`config.mk`:
```
export PLATFORM = sky130hd
export DESIGN_NAME = system_pin_regs
export DESIGN_NICKNAME = d
export VERILOG_FILES = /design/src/core/sysreg_pkg.sv /design/src/core/aux_pin_if.sv /design/src/core/aux_pin_drive.sv /design/src/core/clock_ratio_meter.sv /design/src/core/system_pin_regs.sv
export SDC_FILE = /design/constraint.sdc
export NUM_CORES = 1
export LEC_CHECK = 0
export BUFFER_PORTS_ARGS = -buffer_cell sky130_fd_sc_hd__buf_2
export CAP_MARGIN = 20
export CORE_AREA = 2 2 90 92
export CTS_BUF_LIST = sky130_fd_sc_hd__clkbuf_8
export CTS_CLUSTER_SIZE = 8
export DETAILED_ROUTE_END_ITERATION = 7
export DIE_AREA = 0 0 92 94
export GPL_TIMING_DRIVEN = 0
export PLACE_DENSITY = 0.81
export SKIP_CTS_REPAIR_TIMING = 1
export SLEW_MARGIN = 20
export SYNTH_ARGS = -nofsm -noshare
export SYNTH_HDL_FRONTEND = slang
export SYNTH_SLANG_ARGS = --single-unit
```
`constraint.sdc`:
```
create_clock -name CLK -period 2.1 [get_ports CLK]
set_clock_uncertainty 0.05 [all_clocks]
set_input_delay 0.42 -clock CLK [delete_from_list [all_inputs] [get_ports CLK]]
set_output_delay 0.42 -clock CLK [all_outputs]
set_load 0.1 [all_outputs]
```
`src/core/sysreg_pkg.sv`:
```
// constants and types for the system pin and identification register group
// assumes byte-wide register offsets decoded ahead of this block
package sysreg_pkg;

   // register offsets
   localparam logic [7:0] OFS_STATUS    = 8'h00;
   localparam logic [7:0] OFS_MASK      = 8'h01;
   localparam logic [7:0] OFS_AUX_CTL   = 8'h02;
   localparam logic [7:0] OFS_FIFO_THR  = 8'h06;
   localparam logic [7:0] OFS_IDENT     = 8'h08;
   localparam logic [7:0] OFS_BUS_ADDR  = 8'h09;
   localparam logic [7:0] OFS_RATIO     = 8'h0A;
   localparam logic [7:0] OFS_AUX1_FN   = 8'h0B;
   localparam logic [7:0] OFS_RATIO_CTL = 8'h50;

   // field positions
   localparam int B_FIFO_FLUSH = 15;
   localparam int B_SLOT_B     = 6;
   localparam int B_SLOT_A     = 5;
   localparam int B_FIFO_MASK  = 8;
   localparam int B_AUX1_DRV   = 9;
   localparam int B_AUX1_POL   = 8;
   localparam int B_AUX0_EN    = 2;
   localparam int B_AUX0_DRV   = 1;
   localparam int B_AUX0_POL   = 0;
   localparam int B_RATIO_EN   = 5;
   localparam int THR_LSB      = 8;
   localparam int THR_W        = 6;
   localparam int KEY_LSB      = 8;
   localparam int ADDR_LSB     = 1;
   localparam int ADDR_W       = 7;
   localparam int FN_LSB       = 8;
   localparam int FN_W         = 5;
   localparam int RATIO_W      = 12;

   // reset values and keys
   localparam logic [8:0]  MASK_RST     = 9'h1FF;
   localparam logic [6:0]  BUS_ADDR_RST = 7'h64;
   localparam logic [7:0]  ADDR_KEY     = 8'hAD;
   localparam logic [11:0] RATIO_NOM    = 12'h7D0;
   localparam logic [1:0]  SLOW_PERIODS = 2'h2;

   // second auxiliary pin functions
   typedef enum logic [4:0] {
      FN_LEGACY   = 5'h00,
      FN_IRQ      = 5'h01,
      FN_SLOTS    = 5'h02,
      FN_PULSE_A  = 5'h05,
      FN_PULSE_B  = 5'h06,
      FN_PULSE_AB = 5'h07,
      FN_DATA_A   = 5'h0C,
      FN_DATA_B   = 5'h0D,
      FN_DATA_ANY = 5'h0E,
      FN_TOGGLE   = 5'h0F,
      FN_LOW      = 5'h10,
      FN_HIGH     = 5'h11
   } aux1_func_t;

endpackage

```
`src/core/aux_pin_if.sv`:
```
// carrier between the register group and one auxiliary pin driver
// assumes the owner fills the settings every cycle
interface aux_pin_if;
   logic enable;
   logic drive_mode;
   logic polarity;
   logic active;
   logic pin_out;
   logic pin_oe;

   modport ctl (output enable, drive_mode, polarity, active, input pin_out, pin_oe);
   modport drv (input enable, drive_mode, polarity, active, output pin_out, pin_oe);
endinterface

```
`src/core/aux_pin_drive.sv`:
```
// one auxiliary output pin: polarity, push-pull or open-drain, enable
// assumes the pad resolves the level from pin_out and pin_oe
module aux_pin_drive (
   input wire logic clk,
   input wire logic rstn,
   aux_pin_if.drv   p
);

   logic out_r;
   logic oe_r;

   // registered pad level and enable; floats out of reset
   // open drain enable
   always_ff @(posedge clk or negedge rstn) begin
      if (!rstn) begin
         out_r <= 1'b0;
         oe_r  <= 1'b0;
      end else begin
         out_r <= p.active ^ p.polarity;
         oe_r  <= p.enable & (~p.drive_mode | p.active);
      end
   end

   assign p.pin_out = out_r;
   assign p.pin_oe  = oe_r;
endmodule

```
`src/core/clock_ratio_meter.sv`:
```
// counts fast clock edges across two slow clock periods
// assumes both clock inputs are sampled levels, synchronous to clk
module clock_ratio_meter
   import sysreg_pkg::*;
#(
   parameter int CNT_W = RATIO_W
) (
   input  wire logic             clk,
   input  wire logic             rstn,
   input  wire logic             enable,
   input  wire logic             fast_in,
   input  wire logic             slow_in,
   output logic      [CNT_W-1:0] ratio
);

   initial begin
      if (CNT_W < 2) $error("CNT_W too small");
   end

   typedef enum logic [1:0] {
      ST_IDLE  = 2'b00,
      ST_ARM   = 2'b01,
      ST_COUNT = 2'b10
   } meter_t;

   meter_t           st_r, st_nxt;
   logic             fast_d_r, slow_d_r;
   logic [CNT_W-1:0] cnt_r, ratio_r;
   logic [1:0]       per_r;
   wire              fast_rise = fast_in & ~fast_d_r;
   wire              slow_rise = slow_in & ~slow_d_r;
   wire              last_per  = slow_rise && (per_r == SLOW_PERIODS - 2'h1);
   wire              cnt_max   = &cnt_r;

   // sequencer: idle, wait for slow edge, count
   always_comb begin
      st_nxt = st_r;
      case (st_r)
         ST_IDLE:  if (enable) st_nxt = ST_ARM;
         ST_ARM:   if (!enable) st_nxt = ST_IDLE;
                   else if (slow_rise) st_nxt = ST_COUNT;
         ST_COUNT: if (!enable) st_nxt = ST_IDLE;
         default:  st_nxt = ST_IDLE;
      endcase
   end

   // edge history, period and fast-edge counters
   always_ff @(posedge clk or negedge rstn) begin
      if (!rstn) begin
         st_r     <= ST_IDLE;
         fast_d_r <= 1'b0;
         slow_d_r <= 1'b0;
         cnt_r    <= '0;
         per_r    <= 2'h0;
      end else begin
         st_r     <= st_nxt;
         fast_d_r <= fast_in;
         slow_d_r <= slow_in;
         if (st_r != ST_COUNT || last_per) begin
            cnt_r <= '0;
            per_r <= 2'h0;
         end else begin
            if (fast_rise && !cnt_max) cnt_r <= cnt_r + 1'b1;
            if (slow_rise) per_r <= per_r + 2'h1;
         end
      end
   end

   // result capture
   // the result is kept after the enable drops
   always_ff @(posedge clk or negedge rstn) begin
      if (!rstn) ratio_r <= '0;
      else if (st_r == ST_COUNT && enable && last_per) ratio_r <= cnt_r;
   end

   assign ratio = ratio_r;
endmodule

```
`src/core/system_pin_regs.sv`:
```
// system register group: auxiliary pins, fifo threshold, identity,
// bus target address and clock ratio
// assumes a serial control port front end that presents decoded
// register reads and writes, one access per strobe, 16-bit data
// Functional notes
// - aux1 drive bit 0 drives always; 1 drives only while asserted
// - aux1 polarity 0 asserts high, 1 asserts low
// - aux0 enable 0 floats the pin; status flags keep updating
// - aux0 drive bit 0 drives always; 1 drives only while asserted
// - aux0 polarity 0 asserts high, 1 asserts low
// - fifo interrupt raised while stored words exceed six-bit threshold
// - fifo interrupt drops by itself once words no longer exceed threshold
// - target address written only when the upper byte carries the key
// - seven-bit bus target address is read/write, resets to default
// - when enabled, count fast cycles over two slow periods into 12 bits
// - aux1 function 0x00 is the legacy default mode
// - aux1 function 0x01 shows the masked interrupt output
// - aux1 function 0x02 asserts from first slot start to last slot end
// - aux1 functions 0x05, 0x06, 0x07 show slot A, B, both pulses
// - aux1 functions 0x0C, 0x0D, 0x0E show data cycles A, B, any
// - fifo interrupt enabled only with mask 0; mask resets to 1
// - slot flags set on event, clear on write of 1 only
module system_pin_regs
   import sysreg_pkg::*;
#(
   parameter int         WC_W      = 7,
   parameter logic [7:0] REV_CODE  = 8'h5A, // arbitrary value
   parameter logic [7:0] PART_CODE = 8'hC3  // arbitrary value
) (
   input  wire logic              CLK,
   input  wire logic              RSTN,
   input  wire logic [7:0]        REG_ADDR,
   input  wire logic              REG_WR,
   input  wire logic [15:0]       REG_WDATA,
   input  wire logic              REG_RD,
   output logic      [15:0]       REG_RDATA,
   input  wire logic [WC_W-1:0]   FIFO_WORDS,
   input  wire logic              SLOT_A_EVENT,
   input  wire logic              SLOT_B_EVENT,
   input  wire logic              SLOTS_ACTIVE,
   input  wire logic              PULSE_A,
   input  wire logic              PULSE_B,
   input  wire logic              DATA_CYCLE_A,
   input  wire logic              DATA_CYCLE_B,
   input  wire logic              FAST_CLK_IN,
   input  wire logic              SLOW_CLK_IN,
   output logic                   AUX0_OUT,
   output logic                   AUX0_OE,
   output logic                   AUX1_OUT,
   output logic                   AUX1_OE,
   output logic                   FIFO_FLUSH,
   output logic      [ADDR_W-1:0] BUS_TARGET_ADDR
);

   initial begin
      if (WC_W < THR_W || WC_W > 8) $error("WC_W out of range");
   end

   // register storage
   logic              slot_a_flag_r, slot_b_flag_r;
   logic [8:0]        mask_r;
   logic              aux1_drv_r, aux1_pol_r;
   logic              aux0_en_r, aux0_drv_r, aux0_pol_r;
   logic [THR_W-1:0]  thr_r;
   logic [ADDR_W-1:0] bus_addr_r;
   logic              ratio_en_r;
   logic [FN_W-1:0]   aux1_fn_r;
   logic              toggle_r;
   logic              flush_r;
   logic [15:0]       rdata_r;
   logic [RATIO_W-1:0] ratio;

   // address decode
   wire wr_status = REG_WR && REG_ADDR == OFS_STATUS;
   wire wr_mask   = REG_WR && REG_ADDR == OFS_MASK;
   wire wr_aux    = REG_WR && REG_ADDR == OFS_AUX_CTL;
   wire wr_thr    = REG_WR && REG_ADDR == OFS_FIFO_THR;
   wire wr_addr   = REG_WR && REG_ADDR == OFS_BUS_ADDR;
   wire wr_fn     = REG_WR && REG_ADDR == OFS_AUX1_FN;
   wire wr_rctl   = REG_WR && REG_ADDR == OFS_RATIO_CTL;
   wire key_ok    = REG_WDATA[KEY_LSB +: 8] == ADDR_KEY;

   // interrupt conditions and their combined level
   // live word compare, no latch
   wire [WC_W-1:0] thr_ext   = WC_W'(thr_r);
   wire fifo_over   = FIFO_WORDS > thr_ext;
   wire fifo_irq    = fifo_over & ~mask_r[B_FIFO_MASK];
   wire slot_a_irq  = slot_a_flag_r & ~mask_r[B_SLOT_A];
   wire slot_b_irq  = slot_b_flag_r & ~mask_r[B_SLOT_B];
   wire irq_any     = fifo_irq | slot_a_irq | slot_b_irq;
   wire data_any    = DATA_CYCLE_A | DATA_CYCLE_B;
   // sources passed as an argument so the decode follows each of them
   wire [4:0] fn_src = {DATA_CYCLE_B, DATA_CYCLE_A, PULSE_B, PULSE_A, SLOTS_ACTIVE};

   // second pin function decode
   function automatic logic fn_level(input logic [FN_W-1:0] fn,
                                     input logic irq,
                                     input logic tgl,
                                     input logic [4:0] src);
      case (aux1_func_t'(fn))
         FN_LEGACY:   fn_level = irq;
         FN_IRQ:      fn_level = irq;
         FN_SLOTS:    fn_level = src[0];
         FN_PULSE_A:  fn_level = src[1];
         FN_PULSE_B:  fn_level = src[2];
         FN_PULSE_AB: fn_level = src[1] | src[2];
         FN_DATA_A:   fn_level = src[3];
         FN_DATA_B:   fn_level = src[4];
         FN_DATA_ANY: fn_level = src[3] | src[4];
         FN_TOGGLE:   fn_level = tgl;
         FN_LOW:      fn_level = 1'b0;
         FN_HIGH:     fn_level = 1'b1;
         default:     fn_level = 1'b0;
      endcase
   endfunction

   // through picked by the same decode
   wire aux1_active = fn_level(aux1_fn_r, irq_any, toggle_r, fn_src);

   // read data selection
   // identity bytes read as constants
   wire [15:0] rd_mux =
      (REG_ADDR == OFS_STATUS)    ? {8'(FIFO_WORDS) << 1, 1'b0, slot_b_flag_r,
                                     slot_a_flag_r, 5'h00} :
      (REG_ADDR == OFS_MASK)      ? {7'h00, mask_r} :
      (REG_ADDR == OFS_AUX_CTL)   ? {6'h00, aux1_drv_r, aux1_pol_r, 5'h00,
                                     aux0_en_r, aux0_drv_r, aux0_pol_r} :
      (REG_ADDR == OFS_FIFO_THR)  ? {2'h0, thr_r, 8'h00} :
      (REG_ADDR == OFS_IDENT)     ? {REV_CODE, PART_CODE} :
      (REG_ADDR == OFS_BUS_ADDR)  ? {8'h00, bus_addr_r, 1'b0} :
      (REG_ADDR == OFS_RATIO)     ? {4'h0, ratio} :
      (REG_ADDR == OFS_AUX1_FN)   ? {3'h0, aux1_fn_r, 8'h00} :
      (REG_ADDR == OFS_RATIO_CTL) ? {10'h000, ratio_en_r, 5'h00} :
                                    16'h0000;

   // sticky slot flags
   // a new event in the clearing cycle keeps the flag set
   always_ff @(posedge CLK or negedge RSTN) begin
      if (!RSTN) begin
         slot_a_flag_r <= 1'b0;
         slot_b_flag_r <= 1'b0;
      end else begin
         slot_a_flag_r <= SLOT_A_EVENT |
                          (slot_a_flag_r & ~(wr_status & REG_WDATA[B_SLOT_A]));
         slot_b_flag_r <= SLOT_B_EVENT |
                          (slot_b_flag_r & ~(wr_status & REG_WDATA[B_SLOT_B]));
      end
   end

   // interrupt masks, all disabled out of reset
   always_ff @(posedge CLK or negedge RSTN) begin
      if (!RSTN) mask_r <= MASK_RST;
      else if (wr_mask) mask_r <= REG_WDATA[8:0];
   end

   // pin control bits
   always_ff @(posedge CLK or negedge RSTN) begin
      if (!RSTN) begin
         {aux1_drv_r, aux1_pol_r} <= 2'h0;
         {aux0_en_r, aux0_drv_r, aux0_pol_r} <= 3'h0;
      end else if (wr_aux) begin
         aux1_drv_r <= REG_WDATA[B_AUX1_DRV];
         aux1_pol_r <= REG_WDATA[B_AUX1_POL];
         aux0_en_r  <= REG_WDATA[B_AUX0_EN];
         aux0_drv_r <= REG_WDATA[B_AUX0_DRV];
         aux0_pol_r <= REG_WDATA[B_AUX0_POL];
      end
   end

   // fifo threshold, second pin function, ratio enable
   always_ff @(posedge CLK or negedge RSTN) begin
      if (!RSTN) begin
         thr_r      <= '0;
         aux1_fn_r  <= '0;
         ratio_en_r <= 1'b0;
      end else begin
         if (wr_thr) thr_r <= REG_WDATA[THR_LSB +: THR_W];
         if (wr_fn) aux1_fn_r <= REG_WDATA[FN_LSB +: FN_W];
         if (wr_rctl) ratio_en_r <= REG_WDATA[B_RATIO_EN];
      end
   end

   always_ff @(posedge CLK or negedge RSTN) begin
      if (!RSTN) bus_addr_r <= BUS_ADDR_RST;
      else if (wr_addr && key_ok) bus_addr_r <= REG_WDATA[ADDR_LSB +: ADDR_W];
   end

   // sample toggle, fifo flush pulse, read data
   always_ff @(posedge CLK or negedge RSTN) begin
      if (!RSTN) begin
         toggle_r <= 1'b0;
         flush_r  <= 1'b0;
         rdata_r  <= 16'h0000;
      end else begin
         if (data_any) toggle_r <= ~toggle_r;
         flush_r <= wr_status & REG_WDATA[B_FIFO_FLUSH];
         if (REG_RD) rdata_r <= rd_mux;
      end
   end

   // pin drivers
   aux_pin_if aux0 ();
   aux_pin_if aux1 ();

   // first pin gated by its enable
   // first pin shows the combined interrupt level; second pin shows the level picked by its function
   assign aux0.enable     = aux0_en_r;
   assign aux0.drive_mode = aux0_drv_r;
   assign aux0.polarity   = aux0_pol_r;
   assign aux0.active     = irq_any;
   assign aux1.enable     = 1'b1;
   assign aux1.drive_mode = aux1_drv_r;
   assign aux1.polarity   = aux1_pol_r;
   assign aux1.active     = aux1_active;

   aux_pin_drive u_aux0 (
      .clk  (CLK),
      .rstn (RSTN),
      .p    (aux0.drv)
   );

   aux_pin_drive u_aux1 (
      .clk  (CLK),
      .rstn (RSTN),
      .p    (aux1.drv)
   );

   clock_ratio_meter #(
      .CNT_W (RATIO_W)
   ) u_meter (
      .clk     (CLK),
      .rstn    (RSTN),
      .enable  (ratio_en_r),
      .fast_in (FAST_CLK_IN),
      .slow_in (SLOW_CLK_IN),
      .ratio   (ratio)
   );

   // outputs
   assign AUX0_OUT        = aux0.pin_out;
   assign AUX0_OE         = aux0.pin_oe;
   assign AUX1_OUT        = aux1.pin_out;
   assign AUX1_OE         = aux1.pin_oe;
   assign FIFO_FLUSH      = flush_r;
   assign REG_RDATA       = rdata_r;
   assign BUS_TARGET_ADDR = bus_addr_r;
endmodule

```
Word level (Yosys, flattened, before mapping):

Cells that the tools add are included.

* bits in registers: 87
* input port bits: 44
* output and inout bits: 28
* logic and storage cells: 126

* add/subtract/negate cells: 2
* magnitude comparators: 1
* equality and inequality tests: 26
* muxes and demuxes: 19
* bitwise gates (word level): 31
* reduce and logical (&&, ||, !) cells: 22

Operators with widths (count)
* $mux W15: 4
* $mux W13: 3
* $eq A8 B4 Y1 const B: 4
* $mux W12: 2
* $eq A5 B4 Y1 const B: 4
* $mux W16: 1
* $eq A5 B3 Y1 const B: 3
* $add A12 B1 Y12 const B: 1
* $logic_and A1 B1 Y1: 12
* $mux W2: 6
* $reduce_and A12 Y1: 1
* $and A1 B1 Y1: 11
* $not A1 Y1: 10
* $pmux W1 S10: 1
* $eq A8 B1 Y1 const B: 1
* $eq A8 B2 Y1 const B: 1
* $eq A8 B3 Y1 const B: 1
* $eq A8 B7 Y1 const B: 1
* $eq A8 B8 Y1 const B: 1
* $logic_not A8 Y1: 1
* $or A1 B1 Y1: 8
* $gt A7 B6 Y1: 1
* $mux W6: 1
* $ne A2 B2 Y1 const B: 3
* 16 further kinds: 19

Longest topological paths before layout:

* depth after elaboration: 10
* depth in mapped cells: 7
* depth with buffers taken out: 7

Cells and area by module:

A second synthesis with hierarchy kept.

* cells, all modules: 415
* area, all modules: 4481.8 um2

Modules (own cells, without submodules)
* system_pin_regs: times used 1, cells an instance 285, area an instance 2949.1 um2, sequential area each 1341.3 um2
* clock_ratio_meter: times used 1, cells an instance 120, area an instance 1385.1 um2, sequential area each 750.7 um2
* aux_pin_drive: times used 2, cells an instance 5, area an instance 73.8 um2, sequential area each 50.0 um2

Worst setup path after synthesis:

No wires, ideal clock.

* path kind: input-to-reg
* start point: in FIFO_WORDS[2]
* end point: reg u_aux1.oe_r, in the netlist u_aux1.p.pin_oe
* setup time: 127 ps
* arrival: 1796 ps
* required time: 1923 ps
* slack: 127 ps
* cell stages on the path: 6
* path buffers: 0
* cells stage by stage: ha_1 a21oi_1 a21oi_1 o32ai_1 o2111ai_1 or2_2

* cells in the longest elaborated chain, start to end: 6

Ends and longest elaborated chain
* start, declared: RTL line system_pin_regs.sv:37 `input wire logic [WC_W-1:0] FIFO_WORDS,`
* $gt A7 B6 Y1: RTL line system_pin_regs.sv:86 `wire fifo_over = FIFO_WORDS > thr_ext;`
* $and A1 B1 Y1: RTL line system_pin_regs.sv:87 `wire fifo_irq = fifo_over & ~mask_r[B_FIFO_MASK];`
* $or A1 B1 Y1 (2 in series): RTL line system_pin_regs.sv:90 `wire irq_any = fifo_irq | slot_a_irq | slot_b_irq;`
* $pmux W1 S10: RTL line system_pin_regs.sv:100 `case (aux1_func_t'(fn))`
* $or A1 B1 Y1: RTL line aux_pin_drive.sv:20 `oe_r <= p.enable & (~p.drive_mode | p.active);`
* end signal, assigned: RTL line aux_pin_drive.sv:20
* end, declared: RTL line aux_pin_drive.sv:10 `logic oe_r;`

No other way between the ends.
A chain may end at the register's enable or synchronous reset.

Worst setup path after layout:

* start point: reg thr_r[5]
* end point: reg u_aux1.oe_r, in the netlist u_aux1.p.pin_oe

* cells in the longest elaborated chain, start to end: 6

Ends and longest elaborated chain
* start, declared: RTL line system_pin_regs.sv:64 `logic [THR_W-1:0] thr_r;`
* start signal, assigned: RTL line system_pin_regs.sv:177 `if (wr_thr) thr_r <= REG_WDATA[THR_LSB +: THR_W];`
* $gt A7 B6 Y1: RTL line system_pin_regs.sv:86
* $and A1 B1 Y1: RTL line system_pin_regs.sv:87
* $or A1 B1 Y1 (2 in series): RTL line system_pin_regs.sv:90
* $pmux W1 S10: RTL line system_pin_regs.sv:100
* $or A1 B1 Y1: RTL line aux_pin_drive.sv:20

No other way between the ends.

==> results by group <==
Run status
  – Run status: complete, no violations

STA
  – Worst Tran Pin Value: between 0.5 and 0.6 ns
  – Fin. max-slew vios: 0
  – Fmax: around 0.5 GHz
  – Final Critical Period: ~2.0 ns
  – Period utilization: 0.966
  – Final worst slack: around 0.07 ns
  – Hold Slack: 0.140 ns
  – Slew HR: 0.602
  – RSZ-0062 raised after global routing: false
  – Final setup violation count: 0
  – Final TNS setup: 0 ns
  – Final Hold Vio Count: 0

Cells and area
  – N_diodes: 0
  – Finished Layout Cells: between 500 and 600
  – Share of cells above drive strength 1: 0.364
  – Final instance area: 5190 sq um
  – Most common cell after layout, fill and taps aside: buf_2
  – Most frequent cells in the layout: 79 x buf_2, 75 x dfrtp_1, 50 x mux2_2
  – Area Overhead vs Synth: 17.4%
  – Nets: ~530

GRT
  – GR Util met2: 0.415
  – Antenna violations before repair: 0
  – Largest net degree at the start of global routing: between 50 and 60
  – Met1 Use GR: 0.337
  – M3 GR Usage: 0.0666
  – Total GRT Usage: 0.257
  – First-pass GRT wire length: 17300 microns
  – Number of global-route vias before repair: between 3000 and 4000
  – GR peak layer: met2
  – Total gr overflow: 0

Logic synthesis
  – Ys flop type: dfrtp_1
  – Yosys top cell area share: 0.424
  – Syn Nets: ~450
  – Syn Area/Cell: between 10 and 15 sq um
  – Post-synthesis sequential area ratio: 0.496
  – Largest family of logic cells by synthesized area: simple AND/OR/NAND/NOR gates
  – Synth warn: 0
  – Mapped Area: 4420 sq um
  – Post-synthesis mux area share: 0.138
  – Post-synthesis compound-gate area fraction: 0.127
  – Synth top area cells: dfrtp_1 42%, mux2_2 13%, dfstp_2 7.1%
  – Post-synth EDFFs: 0
  – Post-synthesis simple-gate area fraction: 0.147
  – Area share of fa/ha/maj cells after synthesis: 0.0226
  – Synth Area in XOR/XNOR: 0.0257
  – Seq cells post-synth: between 80 and 90
  – Asr flop ratio synth: 1.00
  – Post-Syn Instances: around 400
  – Cell variety after synth: 62
  – Area leader, netlist: dfrtp_1

Worst setup path
  – Worst Path Class, Setup: reg2reg
  – Crit start category: flip-flop
  – Endpoint class of the critical path: flip-flop
  – Crit path DAT: about 2.2 ns
  – Critical path required time: about 2.3 ns
  – Worst-path fanout max: 3

Clock network
  – Clk Latency, worst-skew pair: between 0.3 and 0.4 ns
  – H-tree levels: 3
  – CTS tree: done
  – TritonCTS Sinks: 87
  – CTS root buf: clkbuf_8
  – Clock-pin transition on the worst setup and hold timing paths: 0.09 ns
  – Max Root-Sink Buffers: 2
  – Number of buffers created by CTS: 9

Die
  – FP Rows: 32
  – Ports: 72
  – Die width: around 92 microns
  – Initial Util: 0.581
  – Core area: 7610 sq um
  – Die Y-Extent: approximately 94 microns
  – Die ar.: roughly 8600 sq um

Place
  – DP Area: around 5000 sq um
  – Detailed Place HPWL: about 7800 microns
  – Place WS: -0.397 ns
  – Cells after DPL: ~570
  – PortBufs: 70
  – Gpl congestion: slightly above 0.9

Routing
  – Drt pass-1 iters: 6
  – Post-DRT Antenna Nets: 0
  – # DRC: 0
  – Detailed Route WL: 10600 microns
  – Detailed-route via count: ~3500
  – Initial detailed-routing violation count: 254
  – Vias per inst: 5.92
  – WL/cell: 18.0 microns

Power
  – Max VDD drop: 0.000513 V
  – Power per cell area: 668 nW/um^2
  – Pleak: 0.00236 uW

Run
  – Max Cap Viol: 0

Worst hold path
  – Worst Hold Class: in2reg
## where the power goes
part | switching (uW) | internal, uW | leakage, uW
Sequential | 37.2 | 1730 | 0.00113
Clock | 606 | 672 | 0.000107
Combinational | 284 | 141 | 0.00113
Total | 927 | 2540 | 0.00236
## path summary, 6_finish.rpt
| path | from | end | slack (ns) | cells after the start |
|---|---|---|---|---|
| min | SLOW_CLK_IN | u_meter.slow_d_r$_DFF_PN0_ | 0.14 | 1 |
| max in group asynchronous | RSTN | mask_r[8]$_DFFE_PN1P_ | 0.83 | 3 |
| min reg2reg | toggle_r$_DFFE_PN0P_ | toggle_r$_DFFE_PN0P_ | 0.43 | 1 |
| max | thr_r[5]$_DFFE_PN0P_ | u_aux1.p.pin_oe$_DFF_PN0_ | 0.07 | 7 |
| max reg2reg | thr_r[5]$_DFFE_PN0P_ | u_aux1.p.pin_oe$_DFF_PN0_ | 0.07 | 7 |
| min in group asynchronous | RSTN | u_meter.ratio[2]$_DFFE_PN0P_ | 0.50 | 2 |
## per-layer routing
metal,routed length (microns),vias to the layer above
li1,-,1610
met1,4450,1710
met2,5120,138
met3,817,14
met4,179,0
met5,0,-
## worst max-delay path, cell delays in order (launching register included)
cell and delay [ns]:
dfrtp_1 0.39, inv_1 0.06, ha_1 0.18, nor2_1 0.18, o221ai_1 0.22, o32ai_4 0.36
o2111ai_2 0.17, or2_2 0.31
## metrics by stage
stage          total power [uW]  utilization
6_report                   3470        0.682
5_1_grt                    3610        0.682
4_1_cts                    3480        0.677
3_5_place_dp               2210        0.648
3_3_place_gp               2190        0.644
2_1_floorplan              2050            -
## cell type report
type / count / area, sq um
fillers: 600 / 2420
multi-input cells: 263 / 2070
repair buffers: 72 / 390
inverters: 28 / 105
flip-flops and latches: 87 / 2190
well taps: 102 / 128
clock buffers: 9 / 124
plain buffers: 18 / 87.6
clock inverters: 7 / 96.3
## flip-flops by register name, indices dropped and copies added, names as in the netlist, 2 cells and up
signal / flops
mask_r: 9
aux1_fn_r: 5
REG_RDATA: 16
BUS_TARGET_ADDR: 7
u_meter.ratio: 12
u_meter.cnt_r: 12
thr_r: 6
u_meter.st_r: 2
u_meter.per_r: 2
## synth_stat cells (3+ instances only)
library cell,count
a32oi_1,3
xnor2_1,4
a21o_1,4
and3b_1,3
o22ai_1,10
o32ai_1,3
o21ai_0,8
dfrtp_1,75
nand2b_1,6
xor2_1,9
nand3_1,11
nand2_1,15
o2111ai_1,3
a22oi_1,4
a31oi_1,5
nor3_1,7
buf_2,10
ha_1,8
nand4b_1,3
inv_1,28
mux2i_1,3
nor2b_1,4
a211oi_1,3
and3_1,5
nand4_1,5
o211ai_1,3
clkbuf_1,7
mux2_2,50
dfstp_2,12
a21oi_1,13
nand3b_1,3
nor2_1,28
## cells by family after synthesis
family | Yosys count
DFF | 87
muxes | 54
and+or+nand+nor | 111
AOI/OAI and AO/OA | 77
buffers and inverters | 46
adders and majority gates | 8
xor gates and xnor gates | 13
No activity file was read; power rests on OpenSTA's default activity.
